### config.mk
export PLATFORM = sky130hd
export DESIGN_NAME = cwr_watchdog
export DESIGN_NICKNAME = d
export VERILOG_FILES = /design/src/cwr_pkg.sv /design/src/cwr_watchdog.sv
export VERILOG_INCLUDE_DIRS = /design/src
export SDC_FILE = /design/constraint.sdc
export NUM_CORES = 1
export LEC_CHECK = 0
export BUFFER_PORTS_ARGS = -buffer_cell sky130_fd_sc_hd__buf_4
export CAP_MARGIN = 20
export CORE_MARGIN = 1
export CORE_UTILIZATION = 30
export CTS_CLUSTER_SIZE = 25
export DETAILED_ROUTE_END_ITERATION = 12
export PLACE_DENSITY = 0.56
export SYNTH_ARGS = -nofsm -noshare
export SYNTH_HDL_FRONTEND = slang
export SYNTH_SLANG_ARGS = --single-unit
export TNS_END_PERCENT = 1
### constraint.sdc
create_clock -name pclk -period 2 [get_ports pclk]
set_input_delay 0.1 -clock pclk [delete_from_list [all_inputs] [get_ports pclk]]
set_output_delay 0.1 -clock pclk [all_outputs]
set_load 0.02 [all_outputs]
### src/cwr_consts.svh
// constants for the countdown watchdog reset block
// assumes a 10 MHz pclk and an APB slave with 32-bit data
`ifndef CWR_CONSTS_SVH
`define CWR_CONSTS_SVH
// ==========================================================
// register map
`define CWR_CTRL_OFFSET   12'h024
`define CWR_STAT_OFFSET   12'h028
`define CWR_CTRL_RESET    8'h7F
`define CWR_ARM_POS       7
`define CWR_TOP_POS       6
`define CWR_EXPIRE_COUNT  7'h40
// ==========================================================
// timing
`define CWR_STEP_CYCLES   14'h3000
`define CWR_PULSE_NS      500
`define CWR_CLK_NS        100
`define CWR_PULSE_CYCLES  (`CWR_PULSE_NS / `CWR_CLK_NS)
`define CWR_WAKE_CYCLES   13'h1000
`endif

### src/cwr_pkg.sv
// types for the countdown watchdog reset block
// assumes cwr_consts.svh is included by users of the constants
package cwr_pkg;
  typedef enum logic [1:0] {CWR_RUN, CWR_HALTED, CWR_WAKE} cwr_mode_e;
  typedef struct packed {
    logic [7:0]  ctrl;
    logic [13:0] presc;
    logic [12:0] wake_cnt;
    logic [3:0]  pulse_cnt;
    cwr_mode_e   mode;
    logic        rst_drive;
    logic [31:0] prdata;
  } cwr_state_s;
endpackage : cwr_pkg

### src/cwr_watchdog.sv
// countdown watchdog with reset pulse, APB register access
// assumes synchronous pins, one clock, option straps held steady
// Functional notes
// - the seven-bit count drops by one every 12288 cycles, giving 64 timeout steps.
// - when armed and the count goes from 40h to 3Fh a reset pulse of about 500 ns starts.
// - the unit starts disarmed unless the hardware watchdog option is set, and once armed only a reset disarms it.
// - writing the arm bit set with the top count bit clear gives a software reset.
// - the hardware watchdog option keeps the unit armed whatever the arm bit holds.
// - the wait instruction has no effect on counting or on reset generation.
// - with reset on halt selected and the unit armed, a halt resets at once.
// - otherwise halting freezes the count and blocks resets until wake up.
// - after an interrupt wake up counting resumes only after 4096 clocks.
// - reset loads the control register with 7Fh.
`timescale 1ns/100ps
`default_nettype none
`include "cwr_consts.svh"
module cwr_watchdog
  import cwr_pkg::*;
(
  input  wire logic        pclk,
  input  wire logic        presetn,
  input  wire logic        psel,
  input  wire logic        penable,
  input  wire logic        pwrite,
  input  wire logic [11:0] paddr,
  input  wire logic [31:0] pwdata,
  input  wire logic [3:0]  pstrb,
  output logic [31:0]      prdata,
  output logic             pready,
  output logic             pslverr,
  input  wire logic        hw_watchdog_opt,
  input  wire logic        reset_on_halt_opt,
  input  wire logic        wait_exec,
  input  wire logic        halt_exec,
  input  wire logic        ext_wake,
  output logic             reset_n_out
);
  // ==========================================================
  // state
  cwr_state_s s_r;
  cwr_state_s s_nxt;
  logic       armed;
  logic       acc;
  logic       hit_ctrl;
  logic       hit_stat;
  logic       step;
  logic       counting;
  logic [6:0] cnt_next;
  logic       sw_fire;

  // bus decode, zero wait states
  // the slave never stretches a transfer, so pready is tied high;
  // an unmapped offset answers with an error and reads back zero,
  // which keeps a stray pointer from arming or firing the unit
  assign acc      = psel & penable;
  assign hit_ctrl = paddr == `CWR_CTRL_OFFSET;
  assign hit_stat = paddr == `CWR_STAT_OFFSET;
  assign pready   = 1'b1;
  assign pslverr  = acc & ~hit_ctrl & ~hit_stat;

  // the option strap overrides the arm bit
  assign armed    = s_r.ctrl[`CWR_ARM_POS] | hw_watchdog_opt;
  // wait_exec intentionally unused: wait mode changes nothing
  assign counting = s_r.mode == CWR_RUN;
  assign step     = counting & (s_r.presc == `CWR_STEP_CYCLES - 14'h0001);
  assign sw_fire  = acc & pwrite & hit_ctrl & pstrb[0] & pwdata[`CWR_ARM_POS]
                    & ~pwdata[`CWR_TOP_POS];

  // ==========================================================
  // next state
  always_comb
  begin
    s_nxt    = s_r;
    cnt_next = s_r.ctrl[6:0] - 7'h01;
    // free running prescaler, frozen while halted and during the wake delay
    if (counting)
    begin
      s_nxt.presc = step ? 14'h0000 : s_r.presc + 14'h0001;
    end
    if (step)
    begin
      s_nxt.ctrl[6:0] = cnt_next;
      if (armed && s_r.ctrl[`CWR_TOP_POS:0] == `CWR_EXPIRE_COUNT)
      begin
        s_nxt.rst_drive = 1'b1;
      end
    end
    // software write: arm bit is set-only
    if (acc && pwrite && hit_ctrl && pstrb[0])
    begin
      s_nxt.ctrl[6:0] = pwdata[6:0];
      s_nxt.ctrl[`CWR_ARM_POS] = s_r.ctrl[`CWR_ARM_POS] | pwdata[`CWR_ARM_POS];
      if (sw_fire)
      begin
        s_nxt.rst_drive = 1'b1;
      end
    end
    // low power entry and exit
    case (s_r.mode)
      CWR_RUN:
      begin
        if (halt_exec)
        begin
          if (reset_on_halt_opt && armed)
          begin
            s_nxt.rst_drive = 1'b1;
          end
          else
          begin
            s_nxt.mode = CWR_HALTED;
          end
        end
      end
      CWR_HALTED:
      begin
        s_nxt.rst_drive = s_r.rst_drive;
        if (!s_r.rst_drive)
        begin
          s_nxt.ctrl = s_r.ctrl; // frozen while the oscillator is off
        end
        if (ext_wake)
        begin
          s_nxt.mode     = CWR_WAKE;
          s_nxt.wake_cnt = 13'h0000;
        end
      end
      CWR_WAKE:
      begin
        s_nxt.wake_cnt = s_r.wake_cnt + 13'h0001;
        if (s_r.wake_cnt == `CWR_WAKE_CYCLES - 13'h0001)
        begin
          s_nxt.mode = CWR_RUN;
        end
      end
      default:
      begin
        s_nxt.mode = CWR_RUN;
      end
    endcase
    // reset pulse length counter
    // the pulse end acts as the chip reset seen by this unit, so it
    // wins over any write or mode change made in the same cycle
    if (s_r.rst_drive)
    begin
      s_nxt.pulse_cnt = s_r.pulse_cnt + 4'h1;
      if (s_r.pulse_cnt == 4'(`CWR_PULSE_CYCLES - 1))
      begin
        s_nxt.rst_drive = 1'b0;
        s_nxt.pulse_cnt = 4'h0;
        // the pulse resets the whole chip, including this unit
        s_nxt.ctrl  = `CWR_CTRL_RESET;
        s_nxt.mode  = CWR_RUN;
        s_nxt.presc = 14'h0000;
      end
    end
    // read data, registered for the access phase
    s_nxt.prdata = 32'h00000000;
    if (psel && !penable && !pwrite)
    begin
      if (hit_ctrl)
      begin
        s_nxt.prdata = {24'h000000, s_nxt.ctrl};
      end
      else if (hit_stat)
      begin
        s_nxt.prdata = {28'h0000000, s_r.mode == CWR_WAKE, s_r.mode == CWR_HALTED,
                        armed, s_r.rst_drive};
      end
    end
  end

  // ==========================================================
  // state register
  always_ff @(posedge pclk or negedge presetn)
  begin
    if (!presetn)
    begin
      s_r <= '{ctrl: `CWR_CTRL_RESET, presc: 14'h0000, wake_cnt: 13'h0000,
               pulse_cnt: 4'h0, mode: CWR_RUN, rst_drive: 1'b0,
               prdata: 32'h00000000};
    end
    else
    begin
      s_r <= s_nxt;
    end
  end

  assign prdata      = s_r.prdata;
  assign reset_n_out = ~s_r.rst_drive;

  // ==========================================================
  // checks
  // nine of the checks step aside while a pulse is running: its last cycle
  // reloads control, mode and prescaler and would otherwise look like a violation;
  // long spans (steps, wake delay) are checked through the counters
  // themselves rather than by repetition, which keeps the tools fast

  // control register holds its load value on release of reset
  chk_reset_load: assert property (@(posedge pclk)
    $rose(presetn) |-> s_r.ctrl == `CWR_CTRL_RESET)
    else $error("control not 7Fh after reset");

  // software can set the arm bit but never clear it
  chk_arm_sticky: assert property (@(posedge pclk) disable iff (!presetn)
    s_r.ctrl[`CWR_ARM_POS] && !s_r.rst_drive |=> s_r.ctrl[`CWR_ARM_POS])
    else $error("arm bit cleared by software");

  // a write with arm bit set is not undone by a later zero write
  chk_arm_no_clear: assert property (@(posedge pclk) disable iff (!presetn)
    acc && pwrite && hit_ctrl && s_r.ctrl[`CWR_ARM_POS] && !s_r.rst_drive
    |=> s_r.ctrl[`CWR_ARM_POS])
    else $error("write cleared arm bit");

  // expiry on the 40h to 3Fh step pulls the reset line
  chk_expire_fire: assert property (@(posedge pclk) disable iff (!presetn)
    step && armed && s_r.ctrl[`CWR_TOP_POS:0] == `CWR_EXPIRE_COUNT |=> !reset_n_out)
    else $error("no reset on 40h to 3Fh");

  // the strap alone is enough for expiry to fire
  chk_hw_option: assert property (@(posedge pclk) disable iff (!presetn)
    hw_watchdog_opt && step && s_r.ctrl[`CWR_TOP_POS:0] == `CWR_EXPIRE_COUNT
    |=> !reset_n_out)
    else $error("hardware option did not fire");

  // consecutive steps are never close together
  chk_step_period: assert property (@(posedge pclk) disable iff (!presetn)
    step |=> !step [*8])
    else $error("steps too close");

  // prescaler never leaves its range
  chk_presc_range: assert property (@(posedge pclk) disable iff (!presetn)
    s_r.presc < `CWR_STEP_CYCLES)
    else $error("prescaler out of range");

  // a step without a write drops the count by one
  chk_count_step: assert property (@(posedge pclk) disable iff (!presetn)
    step && !(acc && pwrite && hit_ctrl && pstrb[0]) && !s_r.rst_drive
    |=> s_r.ctrl[`CWR_TOP_POS:0] == $past(s_r.ctrl[`CWR_TOP_POS:0]) - 7'h01)
    else $error("count did not step");

  // a write lands on the count in its own cycle
  chk_write_count: assert property (@(posedge pclk) disable iff (!presetn)
    acc && pwrite && hit_ctrl && pstrb[0] && !s_r.rst_drive && s_r.mode != CWR_HALTED
    |=> s_r.ctrl[`CWR_TOP_POS:0] == $past(pwdata[`CWR_TOP_POS:0]))
    else $error("write did not load count");

  // zero wait state slave
  chk_ready_const: assert property (@(posedge pclk) disable iff (!presetn)
    pready)
    else $error("ready dropped");

  // unmapped offsets answer with an error
  chk_err_unmapped: assert property (@(posedge pclk) disable iff (!presetn)
    acc && !hit_ctrl && !hit_stat |-> pslverr)
    else $error("no error on unmapped offset");

  // mapped offsets never answer with an error
  chk_err_mapped: assert property (@(posedge pclk) disable iff (!presetn)
    acc && (hit_ctrl || hit_stat) |-> !pslverr)
    else $error("error on mapped offset");

  // wait entry leaves the run mode alone
  chk_wait_none: assert property (@(posedge pclk) disable iff (!presetn)
    s_r.mode == CWR_RUN && wait_exec && !halt_exec && !s_r.rst_drive
    |=> s_r.mode == CWR_RUN)
    else $error("wait changed the mode");

  // halt with the option and the unit armed resets at once
  chk_halt_fire: assert property (@(posedge pclk) disable iff (!presetn)
    s_r.mode == CWR_RUN && halt_exec && reset_on_halt_opt && armed |=> !reset_n_out)
    else $error("halt did not reset");

  // halt without a reset freezes the unit
  chk_halt_enter: assert property (@(posedge pclk) disable iff (!presetn)
    s_r.mode == CWR_RUN && halt_exec && !(reset_on_halt_opt && armed) && !s_r.rst_drive
    |=> s_r.mode == CWR_HALTED)
    else $error("halt not entered");

  // no step while halted
  chk_halt_frozen: assert property (@(posedge pclk) disable iff (!presetn)
    s_r.mode == CWR_HALTED |-> !step)
    else $error("count moved in halt");

  // prescaler holds while halted
  chk_presc_hold: assert property (@(posedge pclk) disable iff (!presetn)
    s_r.mode == CWR_HALTED && !s_r.rst_drive |=> $stable(s_r.presc))
    else $error("prescaler moved in halt");

  // an interrupt starts the wake delay from zero
  chk_wake_start: assert property (@(posedge pclk) disable iff (!presetn)
    s_r.mode == CWR_HALTED && ext_wake && !s_r.rst_drive
    |=> s_r.mode == CWR_WAKE && s_r.wake_cnt == 13'h0000)
    else $error("wake delay not started");

  // the wake delay is only left at its full count
  chk_wake_exit: assert property (@(posedge pclk) disable iff (!presetn)
    s_r.mode == CWR_WAKE && s_r.wake_cnt != `CWR_WAKE_CYCLES - 13'h0001
    && !s_r.rst_drive |=> s_r.mode == CWR_WAKE)
    else $error("wake delay too short");

  // first cycles of the wake delay stay in wake
  chk_wake_delay: assert property (@(posedge pclk) disable iff (!presetn)
    $rose(s_r.mode == CWR_WAKE) |-> s_r.mode == CWR_WAKE [*8])
    else $error("wake delay left early");

  // a software reset write pulls the line
  chk_sw_reset: assert property (@(posedge pclk) disable iff (!presetn)
    sw_fire |=> !reset_n_out)
    else $error("software reset missing");

  // pulse length is fixed
  chk_pulse_len: assert property (@(posedge pclk) disable iff (!presetn)
    $rose(s_r.rst_drive) |-> s_r.rst_drive [*5] ##1 !s_r.rst_drive)
    else $error("reset pulse length wrong");

  // the end of a pulse leaves the unit in its reset state
  chk_pulse_reload: assert property (@(posedge pclk) disable iff (!presetn)
    $fell(s_r.rst_drive) |-> s_r.ctrl == `CWR_CTRL_RESET && s_r.mode == CWR_RUN)
    else $error("unit not reloaded after pulse");
endmodule : cwr_watchdog
`default_nettype wire

==> impl_metrics.ini, run 1 <==
[setup_path]
critPathKind = flop to flop
critPathArrivalTime_ns = 2.08
crit_required_ns = 2.19
critPathLaunchType = flop
slowest_delay_ns = 0.48
cp_max_fo = 5
crit_chain = inv_1 > ha_1 > or3b_2 > nor2_1 > nand3_1 > o211ai_1 > a21oi_1
cp-end-kind = flop
crit_slowest_cell = or3b_2

[route]
dr.pass1.iters = 4
wl_per_cell_um = 12.91
route.antenna.remaining_nets = 0
wl_um = 6750
drt_iter0_drc = 86
vias = 2493
drc = 0
drt-vias-per-instance = 4.767

[timing]
setup_tns_ns = 0
slew_viol_final = 0
worst_slack_ns = 0.1184
clock_skew_ns = 0.004554
worst_slew_pin_slew_ns = 0.6554
slew_headroom_pct = 56.31
hold-worst-slack_ns = 0.06760
hold_viol = 0
min_period_over_period_pct = 94.08
setup_violations = 0
grt_setup_unrepaired = true
max_freq_ghz = 0.5315
period_minus_slack_ns = 1.882

[cts]
cts_max_level = 2
clkSlewWorstSetupHoldPaths_ns = 0.10
cts_tree = yes
cts_sinks = 50
cts_buffer_depth = 2
cts_root_buf = clkbuf_8
numCtsBuffers = 5
clock_latency_ns = 0.31

[global_route]
track_usage_pct = 14.16
grt_pass1_vias = 2397
grt_max_degree = 51
grt_pass1_wl_um = 11450
grt-ovfl-total = 0
antenna_found_initial = 0

[yosys]
async_reset_ff_share_pct = 100.0
netlist_instances = 331
synth_edf_count = 0
yosysSeqAreaShare_pct = 41.68
dominantRegCellSynth = dfrtp_1
mappedNetlistArea_um2 = 3023
avgSynthCellArea_um2 = 9.133
synth_cell_types = 56
yosys_warnings = 0
ys_seq_elements = 50

[finish]
fin_cells = 523
n_antenna_cell = 0
final_cell_mix = buf_4, dfrtp_1, nand2_1, nor2_1, conb_1
fin_nets = 452
layout-drive-gt1-share_pct = 27.95
layout_commonest_cell = buf_4
area_growth_pct = 20.45

[run_status]
status = finished, final reports clean

[place]
place_ws_ns = -0.01013
hpwl_um = 5079
place_inst = 513
port_buffers = 39
gp_congestion = 0.8030

[die]
die-area_um2 = 10480
core_area_um2 = 9774
io_pins = 93
start_util_pct = 30.93
die_h_um = 102.4
rows = 36
die_w_um = 102.4

[pwr]
total_power_mw = 3.204
power_density_nw_per_um2 = 880.0
irDropWorstVdd_v = 0.0003443
p_leak_nw = 1.732

[hold_path]
min_path_type = primary input to flop

[run]
drv_cap = 0
kinds of logic after synthesis:
| family | Yosys count | share of synthesized area [%] |
|---|---|---|
| mux | 1 | 0.3311 |
| simple gates | 147 | 27.32 |
| xor+xnor | 16 | 4.636 |
| buf+inv | 54 | 11.71 |
| fa+ha+maj | 5 | 2.070 |
| compound gates | 56 | 12.00 |
| flops | 50 | 41.68 |
| other cells | 2 | 0.2484 |
stage by stage:
step,cell area (um^2),utilization [%]
after floorplan,3109,-
after global placement,3492,35.73
after detailed placement,3492,35.73
after CTS,3600,36.83
after global routing,3641,37.25
final,3641,37.25
Yosys cell counts, types with 5 or more instances:
cell | n | area (um^2)
dfrtp_1 | 43 | 1076
buf_4 | 36 | 270.3
nand2_1 | 36 | 135.1
nor2_1 | 33 | 123.9
nand3_1 | 21 | 105.1
o21ai_0 | 15 | 75.07
xor2_1 | 13 | 113.9
a21oi_1 | 12 | 60.06
and3_1 | 9 | 56.30
inv_1 | 8 | 30.03
nor3_1 | 8 | 40.04
dfstp_2 | 7 | 183.9
a221oi_1 | 6 | 52.55
and4_1 | 6 | 52.55
clkbuf_1 | 6 | 22.52
ha_1 | 5 | 62.56
nand4_1 | 5 | 31.28
layout make-up:
cell class | instances | area (um^2)
Inverter | 8 | 30.03
Sequential cell | 50 | 1260
Clock buffer | 6 | 82.58
Fill cell | 1025 | 6133
Clock inverter | 2 | 12.51
Timing Repair Buffer | 74 | 558.0
Multi-Input combinational cell | 250 | 1531
Tap cell | 133 | 166.4
power breakdown:
part	switching (mW)	internal [mW]	leakage [nW]	total (mW)
clock	0.358	0.279	0.0472	0.637
sequential	0.170	1.22	0.653	1.39
combinational	0.634	0.546	1.03	1.18
state kept, by name (all words and copies together) (netlist names):
name / flops
prdata: 8
s_r: 42
final timing paths:
path / startpoint / to / slack, ns / depth (start not counted)
max reg2reg: s_r[66]$_DFF_PN1_ / prdata[6]$_DFF_PN0_ / 0.12 / 7
max: s_r[66]$_DFF_PN1_ / prdata[6]$_DFF_PN0_ / 0.12 / 7
min in group asynchronous: presetn / prdata[1]$_DFF_PN0_ / 0.36 / 2
max in group asynchronous: presetn / s_r[51]$_DFFE_PN0P_ / 1.21 / 2
min: pwdata[4] / s_r[70]$_DFF_PN1_ / 0.07 / 3
min reg2reg: s_r[46]$_DFFE_PN0P_ / s_r[46]$_DFFE_PN0P_ / 0.47 / 1
worst max-delay path: cells and delay by family, from the launching register on:
| family | cells | cell delay (ns) |
|---|---|---|
| and+or+nand+nor | 3 | 0.77 |
| DFF | 1 | 0.40 |
| AOI/OAI and AO/OA | 2 | 0.36 |
| adders and majority gates | 1 | 0.17 |
| buffers and inverters | 1 | 0.05 |
routing by layer:
metal / vias up / wire, um / GRT usage (%)
li1: 1227 / - / -
met1: 1211 / 3208 / 18.73
met2: 47 / 3232 / 23.34
met3: 8 / 213 / 2.189
met4: 0 / 96 / 5.275
met5: - / 0 / 0
timing repair:
action | CTS | global route
setup buffers | 0 | 1
hold endpoints to repair | 43 | 0
hold buffers | 1 | 0
pin swaps | 0 | 3
setup endpoints to repair | 2 | 8
resized for setup | 1 | 8
Note: power is estimated with default switching activity, not from simulation.
==> run 2, diff against run 1 <==
CORE_ASPECT_RATIO = 1.75   (was not set)
==> run 2 against run 1 <==
Combinational power about the same. Final cell count decreased by 3.4%. Sequential power about the same. Fmax down 0.45%. Via count up 0.12%. Core utilization shrank 0.23 points. Register-to-register slack barely moved. Largest power group unchanged. Count of clock-buffer cells in the layout decreased by 1. Worst setup slack got worse by 0.0086 ns. Final area rose by 0.14%. Critical endpoint is now prdata[0]$_DFF_PN0_.
==> impl_metrics.ini, run 2 (same netlist as run 1, synthesis figures left out) <==
[run_status]
status = finished, final reports clean

[place]
gp_congestion = 0.8533
hpwl_um = 5380
port_buffers = 39
dpl_cell_area_um2 = 3407
place_ws_ns = 0.04342

[global_route]
track_usage_pct = 14.44
grt_max_degree = 51
grt_pass1_vias = 2547
antenna_found_initial = 0
grt_pass1_wl_um = 11740
grt-ovfl-total = 0

[route]
drc = 0
route.antenna.remaining_nets = 0
vias = 2496
wl_um = 7025
wl_per_cell_um = 13.91
dr.pass1.iters = 4
drt_iter0_drc = 134
drt-vias-per-instance = 4.943

[timing]
clock_skew_ns = 0.005810
worst_slew_pin_slew_ns = 0.6602
slew_headroom_pct = 55.98
period_minus_slack_ns = 1.890
setup_violations = 0
min_period_over_period_pct = 94.51
max_freq_ghz = 0.5290
slew_viol_final = 0
worst_slack_ns = 0.1098
grt_setup_unrepaired = false
hold_viol = 0
setup_tns_ns = 0

[finish]
finalInstanceArea_um2 = 3646
final_cell_mix = buf_4, dfrtp_1, nand2_1, nor2_1, conb_1
layout-drive-gt1-share_pct = 25.79
n_antenna_cell = 0
largest_register_ffs = 42
layout_commonest_cell = buf_4
area_growth_pct = 20.61
top_register = s_r
fin_nets = 442

[hold_path]
min_path_cells = 3
worstHoldStart = pwdata[2]
min_path_type = primary input to flop

[cts]
cts_sinks = 50
cts_buffer_depth = 2
cts_tree = yes
clock_latency_ns = 0.29
clkSlewWorstSetupHoldPaths_ns = 0.07
cts_max_level = 2
cts_root_buf = clkbuf_16
numCtsBuffers = 5

[pwr]
combPwrFrac_pct = 31.6
pwr-share-clk_pct = 30.3
intPower_mw = 2.460
total_power_mw = 3.651
sequentialPowerShare_pct = 38.2
p_sw_mw = 1.190
swShare_pct = 32.61
irDropWorstVdd_v = 0.0004796
power_density_nw_per_um2 = 1001
p_leak_nw = 1.730

[die]
io_pins = 93
die_h_um = 134.8
die_w_um = 77.88
die-area_um2 = 10500
rows = 48
core_area_um2 = 9849
start_util_pct = 30.69

[setup_path]
critPathLaunchType = flop
critPathKind = flop to flop
cp-end-kind = flop
cp_max_fo = 5
crit_start = s_r[52]$_DFF_PN0_
critPathArrivalTime_ns = 2.08
crit_required_ns = 2.19
reg2regPathDepth = 6
timing.rr.start = s_r[52]$_DFF_PN0_

[run]
drv_cap = 0
[run 2: cell types whose count changed in the layout (fill, tap and decap cells not counted), moves of 2 or more]
| cell | previous run | this run |
|---|---|---|
| clkbuf_8 | 6 | 0 |
| bufinv_16 | 0 | 2 |
| buf_4 | 73 | 63 |
| clkbuf_16 | 0 | 5 |
[run 2: power groups by stage]
stage               clock network, mW  logic (mW)  registers (mW)
finish                           1.11        1.15            1.39
global route                     1.18        1.29            1.42
CTS                              1.14        1.16            1.39
detailed placement                  0        1.15            1.41
global placement                    0        1.12            1.40
floorplan                           0       0.759            1.38
[run 2: worst paths after layout]
check | end | slack (ns)
hold reg to reg | s_r[46]$_DFFE_PN0P_ | 0.48
hold / removal | s_r[68]$_DFF_PN1_ | 0.09
min in group asynchronous | prdata[2]$_DFF_PN0_ | 0.38
setup / recovery | prdata[0]$_DFF_PN0_ | 0.11
max in group asynchronous | s_r[35]$_DFFE_PN0P_ | 1.18
setup reg to reg | prdata[0]$_DFF_PN0_ | 0.11
[run 2: through the flow]
| step | std cells | hold WS, ns | util [%] |
|---|---|---|---|
| final | 505 | 0.09492 | 37.02 |
| after CTS | 504 | 0.08998 | 36.66 |
| after global routing | 505 | 0.1077 | 37.02 |
| after detailed placement | 495 | 0.1822 | 34.59 |
| after floorplan | 354 | -0.1956 | - |
| after global placement | 495 | 0.1817 | 34.59 |
[run 2: layout make-up]
class	count	area (um^2)
Clock inverter	3	68.82
Clock buffer	5	125.1
Inverter	8	30.03
Tap cell	125	156.4
Sequential cell	50	1260
Multi-Input combinational cell	250	1523
Timing Repair Buffer	64	483.0
Fill cell	1044	6203
[run 2: critical path: stages, from the launching register on]
cell	delay, ns
dfrtp_1	0.38
ha_1	0.21
and4b_2	0.27
and4_4	0.22
xnor2_1	0.13
a211o_1	0.31
a221oi_1	0.27
[run 2: repair_timing]
item | CTS | global route
hold buffers | 1 | 0
gates resized for setup | 0 | 9
setup endpoints to repair | 0 | 9
setup buffers | 0 | 1
hold endpoints to repair | 43 | 0
[run 2: per-layer routing]
layer	vias up	part of all wire, %	routed length [um]	global-route usage [%]
met2	66	55	3888	27.93
met3	17	2.7	192	2.500
li1	1214	-	-	-
met1	1199	38	2671	14.46
met5	-	0	0	0
met4	0	3.9	272	7.233
